## src/shared/sas_pkg.sv

```systemverilog
// constants, types and helpers for the sar adc sequencer
package sas_pkg;
  // register map
  localparam logic [7:0] ADDR_CTRL   = 8'h3c;
  localparam logic [7:0] ADDR_RESULT = 8'h3d;
  localparam logic [7:0] ADDR_CLK    = 8'h3e;
  // control register fields
  localparam int BIT_DONE = 7;
  localparam int BIT_IEN  = 6;
  localparam int BIT_CONT = 5;
  localparam int CH_W     = 5;
  localparam int DIV_W    = 3;
  // channel codes
  localparam logic [4:0] CH_PORT_LAST = 5'h03;
  localparam logic [4:0] CH_REF_HI    = 5'h1d;
  localparam logic [4:0] CH_REF_LO    = 5'h1e;
  localparam logic [4:0] CH_OFF       = 5'h1f;
  // reset values
  localparam logic [4:0] CH_RESET     = 5'h1f;
  localparam logic [7:0] RESULT_RESET = 8'h00;
  localparam logic [2:0] DIV_RESET    = 3'h0;
  // conversion timing: tick 0 samples, 1..8 decide bits, 16 completes
  localparam logic [4:0] CONV_LAST    = 5'h10;
  localparam logic [7:0] SAR_MSB      = 8'h80;
  localparam int         CONV_MIN_CLK = 16;
  localparam int         CONV_MAX_CLK = 17;

  typedef enum logic [0:0] {
    ST_IDLE = 1'b0,
    ST_CONV = 1'b1
  } sas_state_e;

  // converter clock divide ratio from the prescaler field
  function automatic logic [4:0] sas_div_ratio(input logic [2:0] div);
    if (div[2])
      return 5'h10;
    else
      return 5'(5'h01 << div[1:0]);
  endfunction

  // one-hot port line chosen by the channel field, zero for non-port codes
  function automatic logic [3:0] sas_port_sel(input logic [4:0] ch);
    if (ch <= CH_PORT_LAST)
      return 4'(4'h1 << ch[1:0]);
    else
      return 4'h0;
  endfunction
endpackage

```

## src/shared/sas_link_if.sv

```systemverilog
// link between the sequencer core, its prescaler and its port override
`timescale 1ns/100ps
interface sas_link_if;
  logic [2:0] div_sel;
  logic       tick;
  logic [4:0] ch;
  modport ctl (output div_sel, output ch, input tick);
  modport pre (input div_sel, output tick);
  modport prt (input ch);
endinterface

```

## src/core/sas_prescaler.sv

```systemverilog
// converter clock prescaler producing a one-cycle tick enable
`timescale 1ns/100ps
module sas_prescaler
  import sas_pkg::*;
(
  input  logic    sys_clk,
  input  logic    rst,
  sas_link_if.pre lk
);
  typedef struct packed {
    logic [3:0] cnt;
    logic       tick;
  } sas_pre_s;

  sas_pre_s q;
  sas_pre_s next_q;
  logic [3:0] lim;

  // free running, so a start lands anywhere within a tick period
  always_comb
  begin
    lim    = 4'(sas_div_ratio(lk.div_sel) - 5'h01);
    next_q = q;
    next_q.tick = (q.cnt >= lim);
    next_q.cnt  = (q.cnt >= lim) ? 4'h0 : q.cnt + 4'h1;
  end

  always_ff @(posedge sys_clk)
  begin
    if (rst)
      q <= '0;
    else
      q <= next_q;
  end

  assign lk.tick = q.tick;
endmodule

```

## src/core/sas_port_mux.sv

```systemverilog
// shared port line override for the converter input
`timescale 1ns/100ps
module sas_port_mux
  import sas_pkg::*;
#(
  parameter int LINES = 4
)
(
  sas_link_if.prt           lk,
  input  logic [LINES-1:0]  port_latch,
  input  logic [LINES-1:0]  port_dir,
  input  logic [LINES-1:0]  shared_port_lines_in,
  output logic [LINES-1:0]  port_read,
  output logic [LINES-1:0]  shared_port_lines_out,
  output logic [LINES-1:0]  shared_port_lines_oe_n
);
  logic [3:0] sel;

  assign sel = sas_port_sel(lk.ch);

  // per line: converter takes the pin, gpio keeps latch readback on output lines and input lines read zero
  for (genvar i = 0; i < LINES; i++)
  begin : g_line
    assign shared_port_lines_out[i]  = port_latch[i];
    assign shared_port_lines_oe_n[i] = ~(port_dir[i] & ~sel[i]);
    assign port_read[i] = sel[i] ? (port_dir[i] & port_latch[i])
                                 : (port_dir[i] ? port_latch[i] : shared_port_lines_in[i]);
  end
endmodule

```

## src/core/sas_core.sv

```systemverilog
// sar adc sequencer: registers, conversion control and completion signalling
`timescale 1ns/100ps
module sas_core
  import sas_pkg::*;
(
  input  logic       sys_clk,
  input  logic       rst,
  input  logic [7:0] reg_addr,
  input  logic [7:0] reg_wdata,
  input  logic       reg_wr,
  input  logic       reg_rd,
  output logic [7:0] reg_rdata,
  input  logic       stop_mode,
  input  logic       comp_above,
  output logic [7:0] dac_code,
  output logic [4:0] selected_analog_input,
  output logic       analog_power_en,
  output logic       conv_irq,
  output logic       dma_req,
  input  logic [3:0] port_latch,
  input  logic [3:0] port_dir,
  input  logic [3:0] shared_port_lines_in,
  output logic [3:0] port_read,
  output logic [3:0] shared_port_lines_out,
  output logic [3:0] shared_port_lines_oe_n
);
  typedef struct packed {
    sas_state_e state;
    logic [4:0] cnt;
    logic [7:0] trial;
    logic [7:0] mask;
    logic [7:0] result;
    logic       conversion_done_flag;
    logic       conversion_irq_enable;
    logic       continuous_convert_bit;
    logic [4:0] input_channel_select;
    logic       route_dma;
    logic       irq_pend;
    logic       resume;
    logic [2:0] div;
    logic [7:0] rdata;
  } sas_core_s;

  sas_core_s  q;
  sas_core_s  next_q;
  sas_link_if lk ();

  logic evt;
  logic start;
  logic wr_ctrl;
  logic rd_res;
  logic cmp;

  // channel field decode shared by start, resume and power control
  function automatic logic is_powered(input logic [4:0] ch);
    return ch != CH_OFF;
  endfunction

  sas_prescaler u_pre (
    .sys_clk (sys_clk),
    .rst     (rst),
    .lk      (lk.pre)
  );

  sas_port_mux #(.LINES(4)) u_port (
    .lk                     (lk.prt),
    .port_latch             (port_latch),
    .port_dir               (port_dir),
    .shared_port_lines_in   (shared_port_lines_in),
    .port_read              (port_read),
    .shared_port_lines_out  (shared_port_lines_out),
    .shared_port_lines_oe_n (shared_port_lines_oe_n)
  );

  assign lk.div_sel = q.div;
  assign lk.ch      = q.input_channel_select;

  // reference channels force the comparator so they read full scale or zero
  always_comb
  begin
    if (q.input_channel_select == CH_REF_HI)
      cmp = 1'b1;
    else if (q.input_channel_select == CH_REF_LO)
      cmp = 1'b0;
    else
      cmp = comp_above;
  end

  // sequencer next state; clears come first so completion sets win
  always_comb
  begin
    next_q       = q;
    next_q.rdata = 8'h00;
    wr_ctrl = reg_wr && (reg_addr == ADDR_CTRL);
    rd_res  = reg_rd && (reg_addr == ADDR_RESULT);
    evt     = (q.state == ST_CONV) && lk.tick && (q.cnt == CONV_LAST);
    start   = 1'b0;

    // register reads, unmapped addresses answer zero
    if (reg_rd)
    begin
      case (reg_addr)
        ADDR_CTRL:   next_q.rdata = {q.conversion_done_flag & ~q.conversion_irq_enable,
                                     q.conversion_irq_enable, q.continuous_convert_bit,
                                     q.input_channel_select};
        ADDR_RESULT: next_q.rdata = q.result;
        ADDR_CLK:    next_q.rdata = {5'h00, q.div};
        default:     next_q.rdata = 8'h00;
      endcase
    end

    // successive approximation: keep or drop the trial bit, try the next
    if (q.state == ST_CONV && lk.tick)
    begin
      next_q.cnt = q.cnt + 5'h01;
      if (q.cnt == 5'h00)
      begin
        next_q.trial = SAR_MSB;
        next_q.mask  = SAR_MSB;
      end
      else if (q.mask != 8'h00)
      begin
        next_q.mask  = q.mask >> 1;
        next_q.trial = (cmp ? q.trial : (q.trial & ~q.mask)) | (q.mask >> 1);
      end
    end

    // a result read drops the flag and any pending request
    if (rd_res)
    begin
      next_q.conversion_done_flag = 1'b0;
      next_q.irq_pend             = 1'b0;
    end
    if (wr_ctrl)
    begin
      next_q.conversion_done_flag   = 1'b0;
      next_q.irq_pend               = 1'b0;
      next_q.conversion_irq_enable  = reg_wdata[BIT_IEN];
      next_q.continuous_convert_bit = reg_wdata[BIT_CONT];
      next_q.input_channel_select   = reg_wdata[CH_W-1:0];
      // dma routing only latches with interrupts on; software should not
      next_q.route_dma = reg_wdata[BIT_DONE] & reg_wdata[BIT_IEN];
    end
    if (reg_wr && reg_addr == ADDR_CLK)
      next_q.div = reg_wdata[DIV_W-1:0]; // a change mid conversion corrupts it

    // completion: overwrite result unconditionally, then flag or request;
    // the enable after a same-cycle write decides, so no request outlives it
    if (evt)
    begin
      next_q.result = q.trial;
      if (next_q.conversion_irq_enable)
        next_q.irq_pend = 1'b1;
      else
        next_q.conversion_done_flag = 1'b1;
      if (q.continuous_convert_bit)
        start = 1'b1;
      else
        next_q.state = ST_IDLE;
    end

    // a control write restarts with the new settings unless powered off
    if (wr_ctrl)
    begin
      start = is_powered(reg_wdata[CH_W-1:0]);
      if (!start)
        next_q.state = ST_IDLE;
    end

    // stop aborts and remembers to resume; wait mode needs no handling
    if (stop_mode)
    begin
      if (q.state == ST_CONV || start)
        next_q.resume = 1'b1;
      next_q.state = ST_IDLE;
      start = 1'b0;
    end
    else if (q.resume)
    begin
      next_q.resume = 1'b0;
      // next channel, so a power-off write in this cycle is not overridden
      start = is_powered(next_q.input_channel_select);
    end

    if (start)
    begin
      next_q.state = ST_CONV;
      next_q.cnt   = 5'h00;
      next_q.mask  = 8'h00;
    end
  end

  // single register stage for the whole block
  always_ff @(posedge sys_clk)
  begin
    if (rst)
    begin
      q <= '0;
      q.input_channel_select <= CH_RESET;
      q.result <= RESULT_RESET;
      q.div    <= DIV_RESET;
    end
    else
      q <= next_q;
  end

  // outputs; the cpu request stays high until a result read or control write, waking from wait
  assign reg_rdata             = q.rdata;
  assign dac_code              = q.trial;
  assign selected_analog_input = q.input_channel_select;
  assign analog_power_en       = is_powered(q.input_channel_select);
  assign conv_irq              = q.irq_pend & ~q.route_dma;
  assign dma_req               = q.irq_pend & q.route_dma;

  // helper: cycles since the last start, for the length check
  int hc_cyc;
  always_ff @(posedge sys_clk)
  begin
    if (rst || start)
      hc_cyc <= 0;
    else if (hc_cyc < 1000)
      hc_cyc <= hc_cyc + 1;
  end
endmodule

```

## config.mk

```make
export PLATFORM = sky130hd
export DESIGN_NAME = sas_core
export DESIGN_NICKNAME = d
export VERILOG_FILES = /design/src/shared/sas_pkg.sv /design/src/shared/sas_link_if.sv /design/src/core/sas_prescaler.sv /design/src/core/sas_port_mux.sv /design/src/core/sas_core.sv
export SDC_FILE = /design/constraint.sdc
export NUM_CORES = 1
export LEC_CHECK = 0
export ABC_AREA = 1
export CAP_MARGIN = 20
export CORE_UTILIZATION = 65
export CTS_BUF_LIST = sky130_fd_sc_hd__clkbuf_8 sky130_fd_sc_hd__clkbuf_16
export DETAILED_ROUTE_END_ITERATION = 8
export DONT_BUFFER_PORTS = 1
export GPL_ROUTABILITY_DRIVEN = 0
export PLACE_DENSITY = 0.81
export SETUP_SLACK_MARGIN = 0.1
export SLEW_MARGIN = 20
export SYNTH_ARGS = -nofsm -noshare
export SYNTH_HDL_FRONTEND = slang
export SYNTH_SLANG_ARGS = --single-unit
```

## constraint.sdc

```tcl
create_clock -name sys_clk -period 3.6 [get_ports sys_clk]
set_input_delay 0.36 -clock sys_clk [delete_from_list [all_inputs] [get_ports sys_clk]]
set_output_delay 0.36 -clock sys_clk [all_outputs]
set_load 0.01 [all_outputs]
```

==> results by group, run 1 <==
Layout
  • Area added between synthesis and finish: 0.8080%
  • FF/Latch Area: 1141 µm²
  • Diode count: 0
  • Share of cells above drive strength 1: 0.08271
  • Most frequent cells in the layout: nand2_1 (90), inv_1 (57), dfxtp_1 (57), nor2_1 (45), nand3_1 (35)
  • Layout fillers: 371
  • Multi-input gate area: 1329 µm²
  • Final net count: 436
  • Most common cell after layout, fill and taps aside: nand2_1

Timing
  • Final Critical Period: 2.008 ns
  • Hold_ws: 0.07999 ns
  • F_max: 498.1 MHz
  • Slew Limit Fails: 0
  • Post-Route Setup TNS: 0 ns
  • RSZ-0062 raised after global routing: no
  • Hold violation total from the final report: 0
  • Finish-stage setup viols: 0
  • Final Skew: 0.008358 ns
  • Worst slew pin tran: 0.7013 ns
  • Final period util: 0.5577
  • Max transition margin: 0.5325

Worst setup path
  • CP endpoint kind: flop
  • Critical path's largest stage delay: 0.32 ns
  • Crit path top cell by count: nand2_1
  • Family with the most delay on the worst path: simple AND/OR/NAND/NOR gates
  • Crit start category: flop
  • Worst path required time: 3.81 ns
  • CP bufs+invs: 1
  • Worst R2R Start: q[47]
  • Slowest-stage cell, CP: dfxtp_1
  • Crit-path max FO: 13
  • CP Cell Sequence: inv_1, ha_1, nand2_1, nor2_1, nand2_1, o21ai_0, nand2_1, a21oi_1, nand2_1, nand2_2, nor2_1
  • Worst EP arrival: 2.22 ns
  • WS Path Type: reg2reg
  • CP startpoint: q[47]

CTS
  • Total CTS buffers: 9
  • Worst-Skew Late Latency: 0.34 ns
  • CTS resizes: 0
  • Clock root cell: clkbuf_8
  • CTS Hold Bufs: 0
  • # H-tree levels: 3
  • Reg clk slew, reported paths: 0.07 ns
  • CTS Buffer Depth: 2
  • Postcts setup bufs: 0
  • CTS tree: yes
  • # clock sinks: 57

Logic synthesis
  • Post-Synthesis Cell Area: 2942 µm²
  • Cell count after synthesis: 417
  • Largest cells by area after synthesis: dfxtp_1 (39%), nand2_1 (11%), inv_1 (7.3%)
  • Yosys warning count: 0
  • Dominant cell type by area after synthesis: dfxtp_1
  • Mean post-synth cell area: 7.054 µm²
  • #FFs+latches synth: 57
  • Register area share after synthesis: 0.3879
  • Area share of the largest cell type after synthesis: 0.3879
  • Count of different cell masters after synthesis: 31
  • Net count after synthesis: 459

Die
  • Die Span Y: 69.27 µm
  • Core area: 4354 µm²
  • Overall die width: 69.27 µm
  • Starting Density: 0.6756
  • Die ar.: 4798 µm²
  • I/O pin count: 70
  • Core Rows: 24

Min path
  • Hold Path Class: in2reg
  • Worst Hold Launch: rst

Global routing
  • Initial antenna violation count: 0
  • Largest net degree at the start of global routing: 25
  • Met1 GRT Util: 0.2734
  • M3 GR Usage: 0.06541
  • Vias in the first global route: 2097
  • Gr busiest metal: met2
  • Grt total ovfl: 0
  • GRT met2 Usage: 0.4121
  • Global-route wire length before repair: 9.121 mm
  • Global Route Usage Sum: 0.2416

Power and ir drop
  • Leakage: 1.258 nW
  • Worst vdd ir: 0.3276 mV
  • Power Density: 428.9 nW/µm²

Drt
  • Antenna Violating Nets Remaining: 0
  • Initial DRC count: 154
  • Pre-antenna DRT Iters: 4
  • Vias/cell: 5.322
  • Final wirelength: 5.570 mm
  • Drc violations: 0
  • DR WL/cell: 12.35 µm
  • Vias: 2400

Placed design
  • DP HPWL: 4.184 mm
  • # port buffers: 0

Run
  • Total of max-cap violations: 0

Status
  • Outcome: finished clean
-- logic make-up after synthesis --
logic type	synth area share
compound gates	0.1046
xor+xnor	0.01786
fa+ha+maj	0.03403
buf+inv	0.1604
flops	0.3879
simple gates	0.2952
-- stage by stage --
step	cells	instance area [µm²]	utilization	total power [mW]	setup WS [ns]
floorplan	417	2942	-	0.6833	1.968
finish	451	2965	0.6810	1.272	1.592
global route	451	2965	0.6810	1.316	1.362
global placement	435	2760	0.6339	0.6807	1.554
CTS	451	2965	0.6810	1.283	1.570
detailed placement	435	2760	0.6339	0.6812	1.521
-- worst paths after layout --
check | slack, ns | depth (start not counted) | to
max | 1.59 | 11 | q[37]
min | 0.08 | 1 | dac_code[7]
max reg2reg | 1.59 | 11 | q[37]
min reg2reg | 0.46 | 1 | u_pre.q[1]
-- cells in the mapped netlist, drive strengths merged --
cell type  count
o21ai         20
o221ai         2
a211oi         1
xnor2          2
o211ai         2
clkinv         2
xor2           4
inv           58
nand4          3
nand3         36
o22ai          1
ha             8
o31ai          2
a22oi          1
nor3           6
clkbuf         3
buf           31
dfxtp         57
a21oi         24
nand2         92
nor2          57
nand3b         4
a21boi         1
-- routing by layer --
metal,vias to the layer above,part of all wire
met1,1053,0.43
met3,10,0.066
li1,1249,-
met2,88,0.48
met5,-,0
met4,0,0.022
-- flip-flops by register name (all words and copies together) (netlist names) --
name                   count
dac_code                   8
reg_rdata                  8
q                         28
u_pre.lk.tick              1
selected_analog_input      5
lk.div_sel                 3
u_pre.q                    4
-- cell type report --
cell class	instances	area share
clock buffer	10	0.04641
clock inverter	6	0.02278
inverter	60	0.07595
multi-input combinational	266	0.4481
sequential	57	0.3848
tap	52	0.02194
-- report_power, final --
| group | leakage, nW | internal, mW | switching [mW] | total (mW) |
|---|---|---|---|---|
| Sequential | 0.459 | 0.631 | 0.000399 | 0.632 |
| Clock | 0.0985 | 0.339 | 0.266 | 0.605 |
| Combinational | 0.700 | 0.00973 | 0.0256 | 0.0353 |
| Total | 1.26 | 0.980 | 0.292 | 1.27 |
Power figures use the tool's default switching activity.
==> inputs of run 2 (changes only) <==
Settings changed: CORE_UTILIZATION 65 to 57, PLACE_DENSITY 0.81 to 0.75.
Clock period 3.6 ns to 1.7 ns, I/O delays scaled along.
==> results by group, run 2 (synthesis results as in run 1) <==
Worst setup path
  • Reg-to-reg critical path endpoint: q[48]
  • Worst EP arrival: 1.94 ns (-0.28 ns)
  • Crit-path max FO: 6 (-7)
  • Worst path required time: 1.93 ns (-1.88 ns)
  • Worst R2R Start: q[47]
  • CP Capture Point: q[48]
  • Cell depth of the worst flop-to-flop path: 12 (+1)
  • Crit start category: flop
  • CP endpoint kind: flop
  • CP startpoint: q[47]
  • Reg2Reg Setup Slack: -0.02 ns (-1.61 ns)
  • WS Path Type: reg2reg

Power and ir drop
  • Leakage: 1.444 nW (+15%)
  • Power Density: 793.6 nW/µm² (+85%)
  • Worst vdd ir: 0.4851 mV (+48%)
  • Pwr Total: 2.678 mW (+110%)

Drt
  • DR WL/cell: 13.02 µm (+5.4%)
  • Final wirelength: 6.418 mm (+15%)
  • Pre-antenna DRT Iters: 4 (unchanged)
  • Vias/cell: 5.223 (-1.8%)
  • Drc violations: 0 (unchanged)
  • Antenna Violating Nets Remaining: 0 (unchanged)
  • Vias: 2575 (+7.3%)
  • Initial DRC count: 115 (-25%)

Global routing
  • Initial antenna violation count: 0 (unchanged)
  • Vias in the first global route: 2321 (+11%)
  • Global Route Usage Sum: 0.2394 (-0.002130)
  • Largest net degree at the start of global routing: 16 (-36%)
  • Global-route wire length before repair: 9.694 mm (+6.3%)
  • Grt total ovfl: 0 (unchanged)

CTS
  • Reg clk slew, reported paths: 0.07 ns (about the same)
  • CTS Buffer Depth: 2 (unchanged)
  • CTS tree: yes
  • Total CTS buffers: 9 (unchanged)
  • Worst-Skew Late Latency: 0.34 ns (about the same)
  • Clock root cell: clkbuf_8
  • # clock sinks: 57 (unchanged)
  • # H-tree levels: 3 (unchanged)

Die
  • Die ar.: 5452 µm² (+14%)
  • Core Rows: 25 (+4.2%)
  • Die Span Y: 73.84 µm (+6.6%)
  • Starting Density: 0.6067 (-0.06887)
  • I/O pin count: 70 (unchanged)
  • Core area: 4848 µm² (+11%)
  • Overall die width: 73.84 µm (+6.6%)

Timing
  • F_max: 582.9 MHz (+17%)
  • Final period util: 1.009 (+0.4516)
  • Hold violation total from the final report: 0 (unchanged)
  • Finish-stage setup viols: 5 (+5)
  • Worst slew pin tran: 0.4984 ns (-0.2029 ns)
  • RSZ-0062 raised after global routing: yes
  • Hold_ws: 0.04081 ns (-0.03917 ns)
  • Setup WS post-layout: -0.01569 ns (-1.608 ns)
  • Final Skew: 0.01023 ns (+0.001870 ns)
  • Slew Limit Fails: 0 (unchanged)
  • Final Critical Period: 1.716 ns (-0.2919 ns)
  • Max transition margin: 0.6674 (+0.1349)
  • Post-Route Setup TNS: -0.03592 ns (-0.03592 ns)

Layout
  • Most frequent cells in the layout: nand2_1 (85), dfxtp_1 (51), inv_1 (50), nor2_1 (42), nand3_1 (32)
  • Non-Filler Instances: 493 (+9.3%)
  • Layout fillers: 392 (+5.7%)
  • Diode count: 0 (unchanged)
  • Design area: 3374 µm² (+14%)
  • Biggest register: q
  • Multi-input gate area: 1468 µm² (+10%)
  • Area added between synthesis and finish: 14.72%
  • FF/Latch Area: 1149 µm² (+0.66%)
  • Final net count: 463 (+6.2%)
  • Largest register FFs: 28 (unchanged)
  • Final core utilization: 0.6960 (+0.01497)
  • Most common cell after layout, fill and taps aside: nand2_1
  • Share of cells above drive strength 1: 0.2089 (+0.1262)

Min path
  • Hold Path Class: in2reg

Run
  • Total of max-cap violations: 0 (unchanged)

Placed design
  • Post-DP Area: 2927 µm² (+6.0%)
  • # port buffers: 0 (unchanged)
  • DP HPWL: 4.468 mm (+6.8%)
  • Setup WS pre-CTS: -0.04393 ns (-1.565 ns)
  • Placed cells: 465 (+6.9%)

Status
  • Failing checks: negative setup slack
  • Outcome: complete, but fails checks
==> run 2: cell types whose count changed in the layout (fill, tap and decap cells not counted), sizes merged <==
cell,change
buf,+23
clkbuf,+1
clkinv,-1
dlygate4sd3,+3
inv,+1
==> run 2: area by class of cell <==
class                           count  area share
Multi-Input combinational cell    266      0.4349
Sequential cell                    57      0.3404
Timing Repair Buffer               27     0.07341
Inverter                           60     0.06822
Clock buffer                       10     0.04079
Tap cell                           67     0.02484
Clock inverter                      6     0.01743
==> run 2: worst max-delay path, stage by stage (launching register included) <==
cell and delay [ns]:
dfxtp_2 0.33, inv_2 0.08, ha_4 0.13, nand2_2 0.06, nor2_4 0.13, nand2_2 0.07
o21ai_1 0.12, nand2_1 0.08, a21oi_1 0.14, nand2_1 0.10, nand2_2 0.14, clkbuf_16 0.18
nor2_2 0.03
==> run 2: repair_timing <==
item,4_1_cts,5_1_grt
pin swaps,7,14
hold buffers,3,0
hold endpoints to repair,8,0
gates cloned,0,1
buffers inserted,4,4
gates resized for setup,9,30
endpoints found under the setup margin,18,41
==> run 2: worst min path at each step <==
stage                  from  slack, ns  cells past startpoint                        to
2_1_floorplan     stop_mode       0.30                      2                     q[11]
3_3_place_gp            rst       0.24                      1                     q[21]
3_5_place_dp            rst       0.24                      1                     q[13]
4_1_cts        reg_wdata[5]       0.01                      2                     q[19]
5_1_grt              reg_wr       0.04                      3  selected_analog_input[4]
6_report       reg_wdata[5]       0.04                      2                     q[19]
==> run 2: metal layers <==
metal | track usage | part of all wire | vias to the layer above
met5 | 0 | 0 | -
met4 | 0.1688 | 0.029 | 0
met3 | 0.07270 | 0.055 | 19
met2 | 0.4077 | 0.50 | 84
met1 | 0.2506 | 0.41 | 1168
li1 | - | - | 1304
==> run 2: report_power, final <==
group / switching (mW) / total (mW) / internal, mW
Sequential: 0.000940 / 1.34 / 1.34
Clock: 0.528 / 1.23 / 0.705
Combinational: 0.0667 / 0.107 / 0.0400
